$ cat src/inc/hpd_params.svh
// Constants of the homing and position detect block
`ifndef HPD_PARAMS_SVH
`define HPD_PARAMS_SVH

// Clock period and deceleration time unit, in ns
`define HPD_CLK_NS        100
`define HPD_DECEL_UNIT_NS 100000

// Register word indexes
`define HPD_A_CTRL     4'h0
`define HPD_A_HSPD     4'h1
`define HPD_A_CREEP    4'h2
`define HPD_A_SHIFT    4'h3
`define HPD_A_HOME     4'h4
`define HPD_A_HRANGE   4'h5
`define HPD_A_DECEL    4'h6
`define HPD_A_SOFTP    4'h7
`define HPD_A_SOFTN    4'h8
`define HPD_A_LIMP     4'h9
`define HPD_A_LIMN     4'hA
`define HPD_A_DETPOS   4'hB
`define HPD_A_DETRNG   4'hC
`define HPD_A_OVRW     4'hD
`define HPD_A_STATUS   4'hE
`define HPD_A_CURPOS   4'hF

// Control register fields
`define HPD_F_MODE     2:0
`define HPD_F_FMT      3
`define HPD_F_SDIR     4
`define HPD_F_HDIR     5
`define HPD_F_EDGE     6
`define HPD_F_OTACT    7
`define HPD_F_DETFMT   9:8

// Reset values
`define HPD_R_CTRL     32'h0000_0000
`define HPD_R_HSPD     32'h0000_C350
`define HPD_R_CREEP    32'h0000_1388
`define HPD_R_SHIFT    32'h0000_03E8
`define HPD_R_HOME     32'h0000_0000
`define HPD_R_HRANGE   32'h0000_0000
`define HPD_R_DECEL    32'h0000_03E8
`define HPD_R_SOFTP    32'h0BEB_C200
`define HPD_R_SOFTN    32'h88CA_6C00
`define HPD_R_LIMP     32'h0BEB_C200
`define HPD_R_LIMN     32'h88CA_6C00
`define HPD_R_DETPOS   32'h0000_0000
`define HPD_R_DETRNG   32'h0000_0064
`define HPD_R_OVRW     32'h5028_140A

// Travel bound of normal point-to-point format
`define HPD_PTP_MAX    32'sh0BEB_C200
`define HPD_PTP_MIN    (-32'sh0BEB_C200)

// Control modes and override figure without override
`define HPD_MODE_SOFT_LO 3'h1
`define HPD_MODE_SOFT_HI 3'h6
`define HPD_MODE_PTP     3'h7
`define HPD_OVR_FULL     10'h064

`endif

$ cat src/inc/hpd_pkg.sv
// Types of the homing and position detect block
package hpd_pkg;

    typedef logic signed [31:0] hpd_pos_t;

    typedef enum logic [2:0] {
        ST_IDLE  = 3'b000,
        ST_FAST  = 3'b001,
        ST_CREEP = 3'b010,
        ST_SHIFT = 3'b011,
        ST_DECEL = 3'b100
    } hpd_state_t;

    typedef enum logic [1:0] {
        DET_POINT = 2'b00,
        DET_ABOVE = 2'b01,
        DET_BELOW = 2'b10
    } hpd_det_t;

endpackage

$ cat src/logic/hpd_cmp.sv
// Point and area position comparator with registered output
`timescale 1ns/1ps
module hpd_cmp
    import hpd_pkg::*;
(
    input  wire logic       clk,
    input  wire logic       rst_n,
    input  wire hpd_pos_t   pos,
    input  wire hpd_pos_t   ref_pos,
    input  wire logic [31:0] range,
    input  wire logic [1:0] mode,
    output logic            hit_q
);
    logic signed [32:0] diff;
    logic        [32:0] mag;
    logic               hit_d;

    // Distance from reference and the selected test
    always_comb begin
        diff = 33'(pos) - 33'(ref_pos);
        mag  = diff[32] ? 33'(-diff) : 33'(diff);
        case (mode)
            DET_POINT: hit_d = (mag <= {1'b0, range});
            DET_ABOVE: hit_d = !diff[32];
            DET_BELOW: hit_d = diff[32] || diff == 0;
            default:   hit_d = 1'b0;
        endcase
    end

    // Evaluated every cycle against the given position
    always_ff @(posedge clk or negedge rst_n) begin
        if (!rst_n) begin
            hit_q <= 1'b0;
        end else begin
            hit_q <= hit_d;
        end
    end
endmodule

$ cat src/logic/hpd_top.sv
// Homing sequencer, overtravel stop and position detection
//
// The implementer's own choices: the address-and-strobe port and the register offsets.
`timescale 1ns/1ps
`include "hpd_params.svh"
module hpd_top
    import hpd_pkg::*;
(
    input  wire logic        CLK,
    input  wire logic        RSTN,
    input  wire logic [3:0]  ADDR,
    input  wire logic [31:0] WDATA,
    input  wire logic        WR,
    input  wire logic        RD,
    output logic      [31:0] RDATA,
    input  wire logic        HOMING_START_INPUT,
    input  wire logic        HOME_REFERENCE_SWITCH,
    input  wire logic        ENC_INDEX,
    input  wire logic        POSITIVE_TRAVEL_LIMIT_INPUT,
    input  wire logic        NEGATIVE_TRAVEL_LIMIT_INPUT,
    input  wire logic        POSITION_START,
    input  wire logic        OVERRIDE_ENABLE,
    input  wire logic [3:0]  OVERRIDE_BITS,
    input  wire logic [31:0] POS_FB,
    output logic      [31:0] SPEED_CMD,
    output logic             DIR_REV,
    output logic             HOMING_DONE,
    output logic             FORCE_STOP,
    output logic             LIMITER_POS,
    output logic             LIMITER_NEG,
    output logic             EXTENDED_OUTPUT_TERMINAL,
    output logic      [9:0]  OVERRIDE_PCT,
    output logic      [31:0] CUR_POS
);
    localparam int TICK_CYC = `HPD_DECEL_UNIT_NS / `HPD_CLK_NS;

    generate
        if (TICK_CYC < 1 || TICK_CYC > 1023) begin : g_bad
            $error("decel tick count does not fit its counter");
        end
    endgenerate

    logic        rst_s1_q;
    logic        rst_n;
    logic [31:0] ctrl_q;
    logic [31:0] hspd_q;
    logic [31:0] creep_q;
    logic [31:0] shift_q;
    hpd_pos_t    home_q;
    logic [31:0] hrange_q;
    logic [31:0] decel_q;
    hpd_pos_t    softp_q;
    hpd_pos_t    softn_q;
    hpd_pos_t    limp_q;
    hpd_pos_t    limn_q;
    hpd_pos_t    detpos_q;
    logic [31:0] detrng_q;
    logic [31:0] ovrw_q;
    hpd_state_t  state_q;
    hpd_pos_t    target_q;
    hpd_pos_t    offset_q;
    hpd_pos_t    cur_pos;
    hpd_pos_t    to_go;
    logic        homed_q;
    logic        start_prev_q;
    logic        sw_prev_q;
    logic [9:0]  tick_q;
    logic [31:0] decel_cnt_q;
    logic        start_edge;
    logic        ref_edge;
    logic        ot_hit;
    logic        reached;
    logic        decel_done;
    logic        zero_preset;
    logic        soft_en;
    logic        ptp_mode;
    logic        home_near;
    logic [9:0]  ovr_sum;

    // Reset release through two flops
    always_ff @(posedge CLK or negedge RSTN) begin
        if (!RSTN) begin
            rst_s1_q <= 1'b0;
            rst_n    <= 1'b0;
        end else begin
            rst_s1_q <= 1'b1;
            rst_n    <= rst_s1_q;
        end
    end

    // Register writes
    always_ff @(posedge CLK or negedge rst_n) begin
        if (!rst_n) begin
            ctrl_q   <= `HPD_R_CTRL;
            hspd_q   <= `HPD_R_HSPD;
            creep_q  <= `HPD_R_CREEP;
            shift_q  <= `HPD_R_SHIFT;
            home_q   <= `HPD_R_HOME;
            hrange_q <= `HPD_R_HRANGE;
            decel_q  <= `HPD_R_DECEL;
            softp_q  <= `HPD_R_SOFTP;
            softn_q  <= `HPD_R_SOFTN;
            limp_q   <= `HPD_R_LIMP;
            limn_q   <= `HPD_R_LIMN;
            detpos_q <= `HPD_R_DETPOS;
            detrng_q <= `HPD_R_DETRNG;
            ovrw_q   <= `HPD_R_OVRW;
        end else if (WR) begin
            case (ADDR)
                `HPD_A_CTRL:   ctrl_q   <= WDATA;
                `HPD_A_HSPD:   hspd_q   <= WDATA;
                `HPD_A_CREEP:  creep_q  <= WDATA;
                `HPD_A_SHIFT:  shift_q  <= WDATA;
                `HPD_A_HOME:   home_q   <= WDATA;
                `HPD_A_HRANGE: hrange_q <= WDATA;
                `HPD_A_DECEL:  decel_q  <= WDATA;
                `HPD_A_SOFTP:  softp_q  <= WDATA;
                `HPD_A_SOFTN:  softn_q  <= WDATA;
                `HPD_A_LIMP:   limp_q   <= WDATA;
                `HPD_A_LIMN:   limn_q   <= WDATA;
                `HPD_A_DETPOS: detpos_q <= WDATA;
                `HPD_A_DETRNG: detrng_q <= WDATA;
                `HPD_A_OVRW:   ovrw_q   <= WDATA;
                default: ;
            endcase
        end
    end

    // Read data, one cycle after the strobe; zero otherwise
    always_ff @(posedge CLK or negedge rst_n) begin
        if (!rst_n) begin
            RDATA <= 32'h0000_0000;
        end else if (RD) begin
            case (ADDR)
                `HPD_A_CTRL:   RDATA <= ctrl_q;
                `HPD_A_HSPD:   RDATA <= hspd_q;
                `HPD_A_CREEP:  RDATA <= creep_q;
                `HPD_A_SHIFT:  RDATA <= shift_q;
                `HPD_A_HOME:   RDATA <= home_q;
                `HPD_A_HRANGE: RDATA <= hrange_q;
                `HPD_A_DECEL:  RDATA <= decel_q;
                `HPD_A_SOFTP:  RDATA <= softp_q;
                `HPD_A_SOFTN:  RDATA <= softn_q;
                `HPD_A_LIMP:   RDATA <= limp_q;
                `HPD_A_LIMN:   RDATA <= limn_q;
                `HPD_A_DETPOS: RDATA <= detpos_q;
                `HPD_A_DETRNG: RDATA <= detrng_q;
                `HPD_A_OVRW:   RDATA <= ovrw_q;
                `HPD_A_STATUS: RDATA <= {24'h00_0000, state_q,
                    EXTENDED_OUTPUT_TERMINAL, LIMITER_NEG,
                    LIMITER_POS, FORCE_STOP, HOMING_DONE};
                `HPD_A_CURPOS: RDATA <= CUR_POS;
                default:       RDATA <= 32'h0000_0000;
            endcase
        end else begin
            RDATA <= 32'h0000_0000;
        end
    end

    // Mode decode of the shared format bit
    always_comb begin
        ptp_mode    = ctrl_q[`HPD_F_MODE] == `HPD_MODE_PTP;
        soft_en     = ctrl_q[`HPD_F_FMT] && !ptp_mode
            && ctrl_q[`HPD_F_MODE] >= `HPD_MODE_SOFT_LO
            && ctrl_q[`HPD_F_MODE] <= `HPD_MODE_SOFT_HI;
        zero_preset = ctrl_q[`HPD_F_FMT] && ptp_mode;
    end

    // Input edges and homing conditions
    always_comb begin
        start_edge = HOMING_START_INPUT && !start_prev_q;
        ref_edge   = ctrl_q[`HPD_F_EDGE]
            ? (!HOME_REFERENCE_SWITCH && sw_prev_q)
            : (HOME_REFERENCE_SWITCH && !sw_prev_q);
        ot_hit     = !zero_preset
            && ((POSITIVE_TRAVEL_LIMIT_INPUT && !DIR_REV)
            || (NEGATIVE_TRAVEL_LIMIT_INPUT && DIR_REV));
        to_go      = POS_FB - target_q;
        reached    = DIR_REV ? (to_go[31] || to_go == 0)
                             : !to_go[31];
        decel_done = decel_cnt_q >= decel_q;
        cur_pos    = POS_FB - offset_q;
    end

    // Previous input levels
    always_ff @(posedge CLK or negedge rst_n) begin
        if (!rst_n) begin
            start_prev_q <= 1'b0;
            sw_prev_q    <= 1'b0;
        end else begin
            start_prev_q <= HOMING_START_INPUT;
            sw_prev_q    <= HOME_REFERENCE_SWITCH;
        end
    end

    // Deceleration timer in 0.1 ms ticks
    always_ff @(posedge CLK or negedge rst_n) begin
        if (!rst_n) begin
            tick_q      <= 10'h000;
            decel_cnt_q <= 32'h0000_0000;
        end else if (state_q != ST_DECEL) begin
            tick_q      <= 10'h000;
            decel_cnt_q <= 32'h0000_0000;
        end else if (tick_q == 10'(TICK_CYC - 1)) begin
            tick_q      <= 10'h000;
            decel_cnt_q <= decel_cnt_q + 32'h0000_0001;
        end else begin
            tick_q      <= tick_q + 10'h001;
        end
    end

    // Homing sequencer
    always_ff @(posedge CLK or negedge rst_n) begin
        if (!rst_n) begin
            state_q   <= ST_IDLE;
            SPEED_CMD <= 32'h0000_0000;
            DIR_REV   <= 1'b0;
            target_q  <= 32'sh0000_0000;
            homed_q   <= 1'b0;
        end else begin
            case (state_q)
                ST_IDLE: begin
                    if (start_edge) begin
                        state_q   <= ST_FAST;
                        SPEED_CMD <= hspd_q;
                        DIR_REV   <= ctrl_q[`HPD_F_SDIR];
                        homed_q   <= 1'b0;
                    end
                end
                ST_FAST: begin
                    if (ot_hit) begin
                        state_q   <= ST_DECEL;
                    end else if (ref_edge) begin
                        state_q   <= ST_CREEP;
                        SPEED_CMD <= creep_q;
                        DIR_REV   <= ctrl_q[`HPD_F_HDIR];
                    end
                end
                ST_CREEP: begin
                    if (ot_hit) begin
                        state_q   <= ST_DECEL;
                    end else if (ENC_INDEX) begin
                        state_q   <= ST_SHIFT;
                        target_q  <= DIR_REV ? POS_FB - shift_q
                                             : POS_FB + shift_q;
                    end
                end
                ST_SHIFT: begin
                    if (reached) begin
                        state_q   <= ST_IDLE;
                        SPEED_CMD <= 32'h0000_0000;
                        homed_q   <= 1'b1;
                    end
                end
                ST_DECEL: begin
                    if (decel_done && ctrl_q[`HPD_F_OTACT]) begin
                        state_q   <= ST_IDLE;
                        SPEED_CMD <= 32'h0000_0000;
                    end else if (decel_done) begin
                        state_q   <= ST_FAST;
                        SPEED_CMD <= hspd_q;
                        DIR_REV   <= !DIR_REV;
                    end
                end
                default: begin
                    state_q   <= ST_IDLE;
                    SPEED_CMD <= 32'h0000_0000;
                end
            endcase
        end
    end

    // Position origin: home at the stop point, zero preset at start
    always_ff @(posedge CLK or negedge rst_n) begin
        if (!rst_n) begin
            offset_q <= 32'sh0000_0000;
        end else if (state_q == ST_SHIFT && reached) begin
            offset_q <= POS_FB - home_q;
        end else if (POSITION_START && zero_preset) begin
            offset_q <= POS_FB;
        end
    end

    // Home distance check and area or point output
    hpd_cmp u_home_cmp (
        .clk     (CLK),
        .rst_n   (rst_n),
        .pos     (cur_pos),
        .ref_pos (home_q),
        .range   (hrange_q),
        .mode    (DET_POINT),
        .hit_q   (home_near)
    );

    hpd_cmp u_det_cmp (
        .clk     (CLK),
        .rst_n   (rst_n),
        .pos     (cur_pos),
        .ref_pos (detpos_q),
        .range   (detrng_q),
        .mode    (ctrl_q[`HPD_F_DETFMT]),
        .hit_q   (EXTENDED_OUTPUT_TERMINAL)
    );

    // Homing complete indication
    always_ff @(posedge CLK or negedge rst_n) begin
        if (!rst_n) begin
            HOMING_DONE <= 1'b0;
        end else begin
            HOMING_DONE <= homed_q && state_q == ST_IDLE
                && (hrange_q == 32'h0000_0000 || home_near);
        end
    end

    // Overtravel stop, limiter flags and current position
    always_ff @(posedge CLK or negedge rst_n) begin
        if (!rst_n) begin
            FORCE_STOP  <= 1'b0;
            LIMITER_POS <= 1'b0;
            LIMITER_NEG <= 1'b0;
            CUR_POS     <= 32'sh0000_0000;
        end else begin
            FORCE_STOP  <= !zero_preset && (
                (soft_en && (cur_pos > softp_q
                    || cur_pos < softn_q))
                || (ptp_mode && (cur_pos > `HPD_PTP_MAX
                    || cur_pos < `HPD_PTP_MIN))
                || POSITIVE_TRAVEL_LIMIT_INPUT
                || NEGATIVE_TRAVEL_LIMIT_INPUT);
            LIMITER_POS <= cur_pos >= limp_q;
            LIMITER_NEG <= cur_pos <= limn_q;
            CUR_POS     <= cur_pos;
        end
    end

    // Override: sum of weights of the active bits
    always_comb begin
        ovr_sum = 10'h000;
        for (int i = 0; i < 4; i++) begin
            if (OVERRIDE_BITS[i]) begin
                ovr_sum = ovr_sum + {2'b00, ovrw_q[i*8 +: 8]};
            end
        end
    end

    always_ff @(posedge CLK or negedge rst_n) begin
        if (!rst_n) begin
            OVERRIDE_PCT <= `HPD_OVR_FULL;
        end else begin
            OVERRIDE_PCT <= OVERRIDE_ENABLE ? ovr_sum
                                            : `HPD_OVR_FULL;
        end
    end
endmodule

$ cat config.mk
export PLATFORM = sky130hd
export DESIGN_NAME = hpd_top
export DESIGN_NICKNAME = d
export VERILOG_FILES = /design/src/inc/hpd_pkg.sv /design/src/logic/hpd_cmp.sv /design/src/logic/hpd_top.sv
export VERILOG_INCLUDE_DIRS = /design/src /design/src/inc
export SDC_FILE = /design/constraint.sdc
export NUM_CORES = 2
export LEC_CHECK = 0
export ABC_AREA = 1
export BUFFER_PORTS_ARGS = -buffer_cell sky130_fd_sc_hd__buf_2
export CELL_PAD_IN_SITES_DETAIL_PLACEMENT = 1
export CELL_PAD_IN_SITES_GLOBAL_PLACEMENT = 1
export CORE_ASPECT_RATIO = 1.5
export CORE_MARGIN = 3
export CORE_UTILIZATION = 47
export DETAILED_ROUTE_END_ITERATION = 10
export HOLD_SLACK_MARGIN = 0.12
export PLACE_DENSITY_LB_ADDON = 0.05
export REMOVE_ABC_BUFFERS = 1
export SYNTH_ARGS = -nofsm -noshare
export SYNTH_HDL_FRONTEND = slang
export SYNTH_SLANG_ARGS = --single-unit
$ cat constraint.sdc
create_clock -name CLK -period 23.8 [get_ports CLK]
set_clock_uncertainty 0.1 [all_clocks]
set_input_delay 1.19 -clock CLK [delete_from_list [all_inputs] [get_ports CLK]]
set_output_delay 1.19 -clock CLK [all_outputs]
set_load 0.02 [all_outputs]
# Word level (Yosys, flattened, before mapping)
# Cells that the tools add are included.
# Widths: inputs -> output; s select.
# classes
n_addsub	14
order_cmp	11
n_eq_ne	33
mux	44
n_bitwise	2
n_reduce_logical	64
# op_table
cell	count
$pmux 32 s16	1
$mux 32	12
$pmux 32 s5	1
$sub 32x32->32	4
$le 33x32->1	2
$mux 33	2
$neg 33->33	2
$sub 32x32->33	2
$ge 32x32->1	2
$logic_not 32->1	2
$mux 10	6
$logic_not 33->1	1
$add 32x1->32 const B	1
$add 32x32->32	1
$eq 4x4->1 const B	8
$gt 32x29->1 const B	1
$gt 32x32->1	1
$le 32x32->1	1
$lt 32x29->1 const B	1
$lt 32x32->1	1
$add 10x8->10	3
$reduce_and 2->1	14
$mux 3	8
$logic_and 1x1->1	18
30 further kinds	73
# word_totals
regBits	675
inputBits	83

# Depth between registers and ports, before layout
# depth
word_depth	10
depth_mapped	49

# Modules after synthesis
# From an unflattened synthesis, not the netlist that was laid out.
# hier_totals
hier_cells	7480
area_unflattened_um2	51602.0
# modules_own_cells
mod	n_inst	cells_per_inst	area_each_um2	seq_area_each_um2
hpd_top	1	5522	41787.6	16942.5
hpd_cmp (u_det_cmp)	1	982	5031.1	25.0
hpd_cmp (u_home_cmp)	1	976	4783.3	25.0

# Least setup slack after synthesis
# No wires, ideal clock.
# synth_timing
kind	input -> register
startpoint	input port POS_FB[0]
endpoint	register u_det_cmp.hit_q
setup_time_ps	65
arrival_ps	6046
t_required_ps	23635
path_slack_ps	17589
path_stages	39
path_cell_list	inv_1 > ha_1 > inv_1 > fa_1 > nand3_1 > nand2_1 > nand2_1 > nand2_1 > nand2_1 > nand2_1 > xor2_1 > ha_1 > nand2_1 > o21ai_1 > a21oi_1 > nand2_1 > nand2_1 > o21ai_1 > [... 3 more ...] > buf_4 > nor2_1 > xor2_1 > ha_1 > a21oi_1 > o21ai_0 > o21ai_0 > nand3_1 > and2_1 > o21ai_0 > nand2_1 > nand2_1 > nand2_1 > nand2_1 > nand2_1 > a21oi_1 > nand2_1 > nand2_1
# synth_between
elab_chain_cells	6
word_cells_on_any_way	9
cone_classes	3 x add/sub; 1 x order compare; 2 x mux; 3 x reduce/logical
# synth_rtl
element	line_no	source
start, declared	hpd_top.sv:24	input wire logic [31:0] POS_FB,
$sub 32x32->32 (*)	hpd_top.sv:182	cur_pos = POS_FB - offset_q;
via cur_pos[10]	hpd_top.sv:62	hpd_pos_t cur_pos;
$sub 32x32->33 (*)	hpd_cmp.sv:20	diff = 33'(pos) - 33'(ref_pos);
$neg 33->33	hpd_cmp.sv:21	mag = diff[32] ? 33'(-diff) : 33'(diff);
$mux 33	hpd_cmp.sv:21	
$le 33x32->1	hpd_cmp.sv:23	DET_POINT: hit_d = (mag <= {1'b0, range});
$pmux 1 s3 (*)	hpd_cmp.sv:22	case (mode)
via u_det_cmp.hit_d	hpd_cmp.sv:16	logic hit_d;
end signal, assigned	hpd_cmp.sv:35	hit_q <= hit_d;
end, declared	hpd_cmp.sv:12	output logic hit_q
# Mark *: on every way through the listed nets, which the timed path passes. The rest lies on a longest branch.
# A chain may end at the register's enable or synchronous reset.

# Final worst setup path
# layout_timing
startpoint	input port POS_FB[0]
endpoint	register u_home_cmp.hit_q
# layout_between
elab_chain_cells	5
# layout_rtl
element	line_no
$sub 32x32->32 (*)	hpd_top.sv:182
via cur_pos[18]	hpd_top.sv:62
$sub 32x32->33 (*)	hpd_cmp.sv:20
$neg 33->33	hpd_cmp.sv:21
$mux 33 (*)	hpd_cmp.sv:21
$le 33x32->1 (*)	hpd_cmp.sv:23
via u_home_cmp.hit_d	hpd_cmp.sv:16
end signal, assigned	hpd_cmp.sv:35
end, declared	hpd_cmp.sv:12
# Marks and branches as above.

==> flow_metrics.env <==
export IMPL_critPathKind="in2reg"
export IMPL_synthMuxAreaShare_pct=0.0994
export IMPL_ant_nets=0
export IMPL_max_freq_mhz=126
export IMPL_setup_tns_ns=0
export IMPL_synthMostInstantiatedCell="nand2_1"
export IMPL_std_cell_rows=146
export IMPL_syn_to_final_growth_pct=10.4
export IMPL_startpoint_type="input pin"
export IMPL_rsz0062_at_grt="false"
export IMPL_cts_resized=0
export IMPL_cap_violations=3
export IMPL_post_cts_buffers=0
export IMPL_cp_common_cell="nand2_1"
export IMPL_critPathBufInv=10
export IMPL_post_route_util_pct=52.5
export IMPL_yosysSeqAreaShare_pct=33.7
export IMPL_comb_power_share_pct=71.6
export IMPL_synth_top_area_share_pct=29.5
export IMPL_ys_ff_latch=675
export IMPL_switching_share_pct=56.9
export IMPL_synth_edf_count=0
export IMPL_cts_made_buffers=74
export IMPL_drive_gt1_share_pct=8.38
export IMPL_critical_path_top_delay_family="simple AND/OR/NAND/NOR gates"
export IMPL_overflow=0
export IMPL_syn_inst=7133
export IMPL_leakage_nw=28.2
export IMPL_cp_end_kind="flip-flop"
export IMPL_cts_max_level=3
export IMPL_vias_per_cell=6.02
export IMPL_die_w_um=273
export IMPL_clock_path_buffers=3
export IMPL_worst_endpoint_required_ns=24.28
export IMPL_routedWlPerCell_um=27.7
export IMPL_grtUsageMet3_pct=10.7
export IMPL_grt_start_max_net_pins=159
export IMPL_worstMarginPinSlew_ns=1.77
export IMPL_finalSetupViolCount=0
export IMPL_hpwl_um=189000
export IMPL_arrival_ns=8.42
export IMPL_min_period_ns=7.94
export IMPL_num_io_pins=195
export IMPL_num_fill_cells=13860
export IMPL_max_slew_margin_rel_pct=-17.8
export IMPL_p_int_mw=4.41
export IMPL_gp_congestion=1.04
export IMPL_cts_tree="yes"
export IMPL_final_period_utilization_pct=33.4
export IMPL_drt_iter0_drc=3473
export IMPL_die_y_um=407
export IMPL_yosysUniqueCellTypes=67
export IMPL_synth_compound_area_share_pct=16.9
export IMPL_initial_core_util_pct=47.5
export IMPL_track_usage_pct=43.6
export IMPL_setup_slack_ns=15.86
export IMPL_power_share_clock_pct=12.1
export IMPL_seqPwrFrac_pct=16.3
export IMPL_critical_path_max_stage_delay_ns=0.60
export IMPL_synth_adder_area_share_pct=11.3
export IMPL_status="finished, violations left"
export IMPL_grt_pass1_wl_um=355000
export IMPL_grtUsageMet2_pct=75.2
export IMPL_dieArea_sq_um=111000
export IMPL_dp_slack_ns=15.43
export IMPL_synth_largest_area_cell="dfrtp_1"
export IMPL_grt_busiest_layer="met2"
export IMPL_clk_pin_slew_ns=0.07
export IMPL_synth_xor_area_share_pct=3.45
export IMPL_synth_area_sq_um=50400
export IMPL_synth_top_family_by_area="simple AND/OR/NAND/NOR gates"
export IMPL_ys_warnings_count=0
export IMPL_antenna_found_initial=19
export IMPL_numClockSinks=675
export IMPL_dr_pass1_iters=6
export IMPL_synthArstFlopShare_pct=100
export IMPL_synth_commonest_cells="nand2_1 (1925), inv_1 (1060), o21ai_0 (715), dfrtp_1 (594), nor2_1 (457)"
export IMPL_wirelength_um=242000
export IMPL_ys_flop_type="dfrtp_1"
export IMPL_ir_drop_v=0.000151
export IMPL_nets=7821
export IMPL_slew_violations=10
export IMPL_cpMaxStageDelayCell="and2_1"
export IMPL_power_switching_mw=5.81
export IMPL_p_total_mw=10.2
export IMPL_holdWs_ns=0.184
export IMPL_met1_usage_pct=41.6
export IMPL_avgSynthCellArea_sq_um=7.06
export IMPL_drc=0
export IMPL_core_area_sq_um=106000
export IMPL_cp_max_fo=21
export IMPL_port_buffers=194
export IMPL_violations="max-capacitance violations, max-slew violations"
export IMPL_cts_hold_buf=0
export IMPL_hold_path_class="in2async"
export IMPL_synth_area_leaders="dfrtp_1 (30%), nand2_1 (14%), ha_1 (11%)"
export IMPL_first_global_vias=56332
export IMPL_clock_latency_ns=0.70
export IMPL_finalHoldViolCount=0
export IMPL_vias=52743
export IMPL_synthSimpleGateAreaFrac_pct=24.6
export IMPL_power_density_nw_per_um2=184
export IMPL_cts_root_buf="clkbuf_16"
[power by group through the flow]
stage / logic [mW] / registers (mW) / clock network [mW]
finish: 7.31 / 1.67 / 1.24
global route: 8.08 / 1.69 / 1.29
CTS: 7.15 / 1.66 / 1.24
detailed placement: 7.09 / 1.67 / 0
global placement: 6.91 / 1.66 / 0
floorplan: 4.58 / 1.69 / 0
[state kept, by name, indices dropped and copies added, names as in the netlist, 32 cells and up]
register and count:
RDATA 32, home_q 32, offset_q 32, hspd_q 32, SPEED_CMD 32, hrange_q 32, creep_q 32, ctrl_q 32
softn_q 32, detpos_q 32, ovrw_q 32, CUR_POS 32, decel_cnt_q 32, decel_q 32, limn_q 32, detrng_q 32
softp_q 32, shift_q 32, limp_q 32, target_q 32
[kinds of logic after synthesis]
| group | count (synthesis) |
|---|---|
| simple gates | 2997 |
| xor+xnor | 195 |
| mux | 5 |
| buf+inv | 1301 |
| fa+ha+maj | 449 |
| compound gates | 1510 |
| other cells | 1 |
| flops | 675 |
[layout by cell type, fill, tap and decap left out, drive strengths merged, types with 107 or more instances in the layout]
cell    instances
nand2        1942
inv          1087
o21ai         761
dfrtp         594
nor2          480
ha            440
a21oi         353
nand3         307
buf           296
xor2          142
o22ai         135
clkbuf        107
[layout make-up]
class / count / area [sq um] / share of cell area, %
multi-input combinational: 5157 / 28500 / 51.3
sequential: 675 / 17000 / 30.6
inverter: 1085 / 4070 / 7.33
clock buffer: 107 / 2100 / 3.77
timing repair buffer: 296 / 1770 / 3.18
tap: 1406 / 1760 / 3.16
clock inverter: 28 / 374 / 0.673
antenna: 13 / 32.5 / 0.0585
[worst paths after layout]
| kind | slack, ns | end | cells after the start | from |
|---|---|---|---|---|
| max | 15.86 | u_home_cmp.hit_q | 49 | POS_FB[0] |
| min | 0.18 | rst_s1_q | 1 | RSTN |
| max reg2reg | 16.33 | u_home_cmp.hit_q | 47 | offset_q[0] |
| min reg2reg | 0.25 | rst_n | 0 | rst_s1_q |
| max in group asynchronous | 20.30 | offset_q[23] | 3 | rst_n |
| min in group CLK | 0.25 | rst_n | 0 | rst_s1_q |
[routing by layer]
metal / vias up / wire [um]
met1: 25784 / 78900
met5: - / 89
met2: 2077 / 118000
met3: 1121 / 16100
met4: 14 / 29500
li1: 23747 / -
[worst register-to-register path, delay by kind of cell (launching register included)]
| kind | cells | cell delay (ns) |
|---|---|---|
| AND/OR/NAND/NOR | 29 | 3.52 |
| XOR/XNOR | 1 | 0.09 |
| flip-flops | 1 | 0.36 |
| buffers and inverters | 8 | 1.27 |
| AO/OA/AOI/OAI | 5 | 0.75 |
| adder cells (fa/ha/maj) | 4 | 1.29 |
[per-stage QoR]
step                      std cells  instance area [sq um]
final                          8767                  55600
after floorplan                6917                  49500
after global placement         8618                  53100
after global routing           8757                  55600
after CTS                      8753                  55500
after detailed placement       8618                  53100
Power figures use the tool's default switching activity.
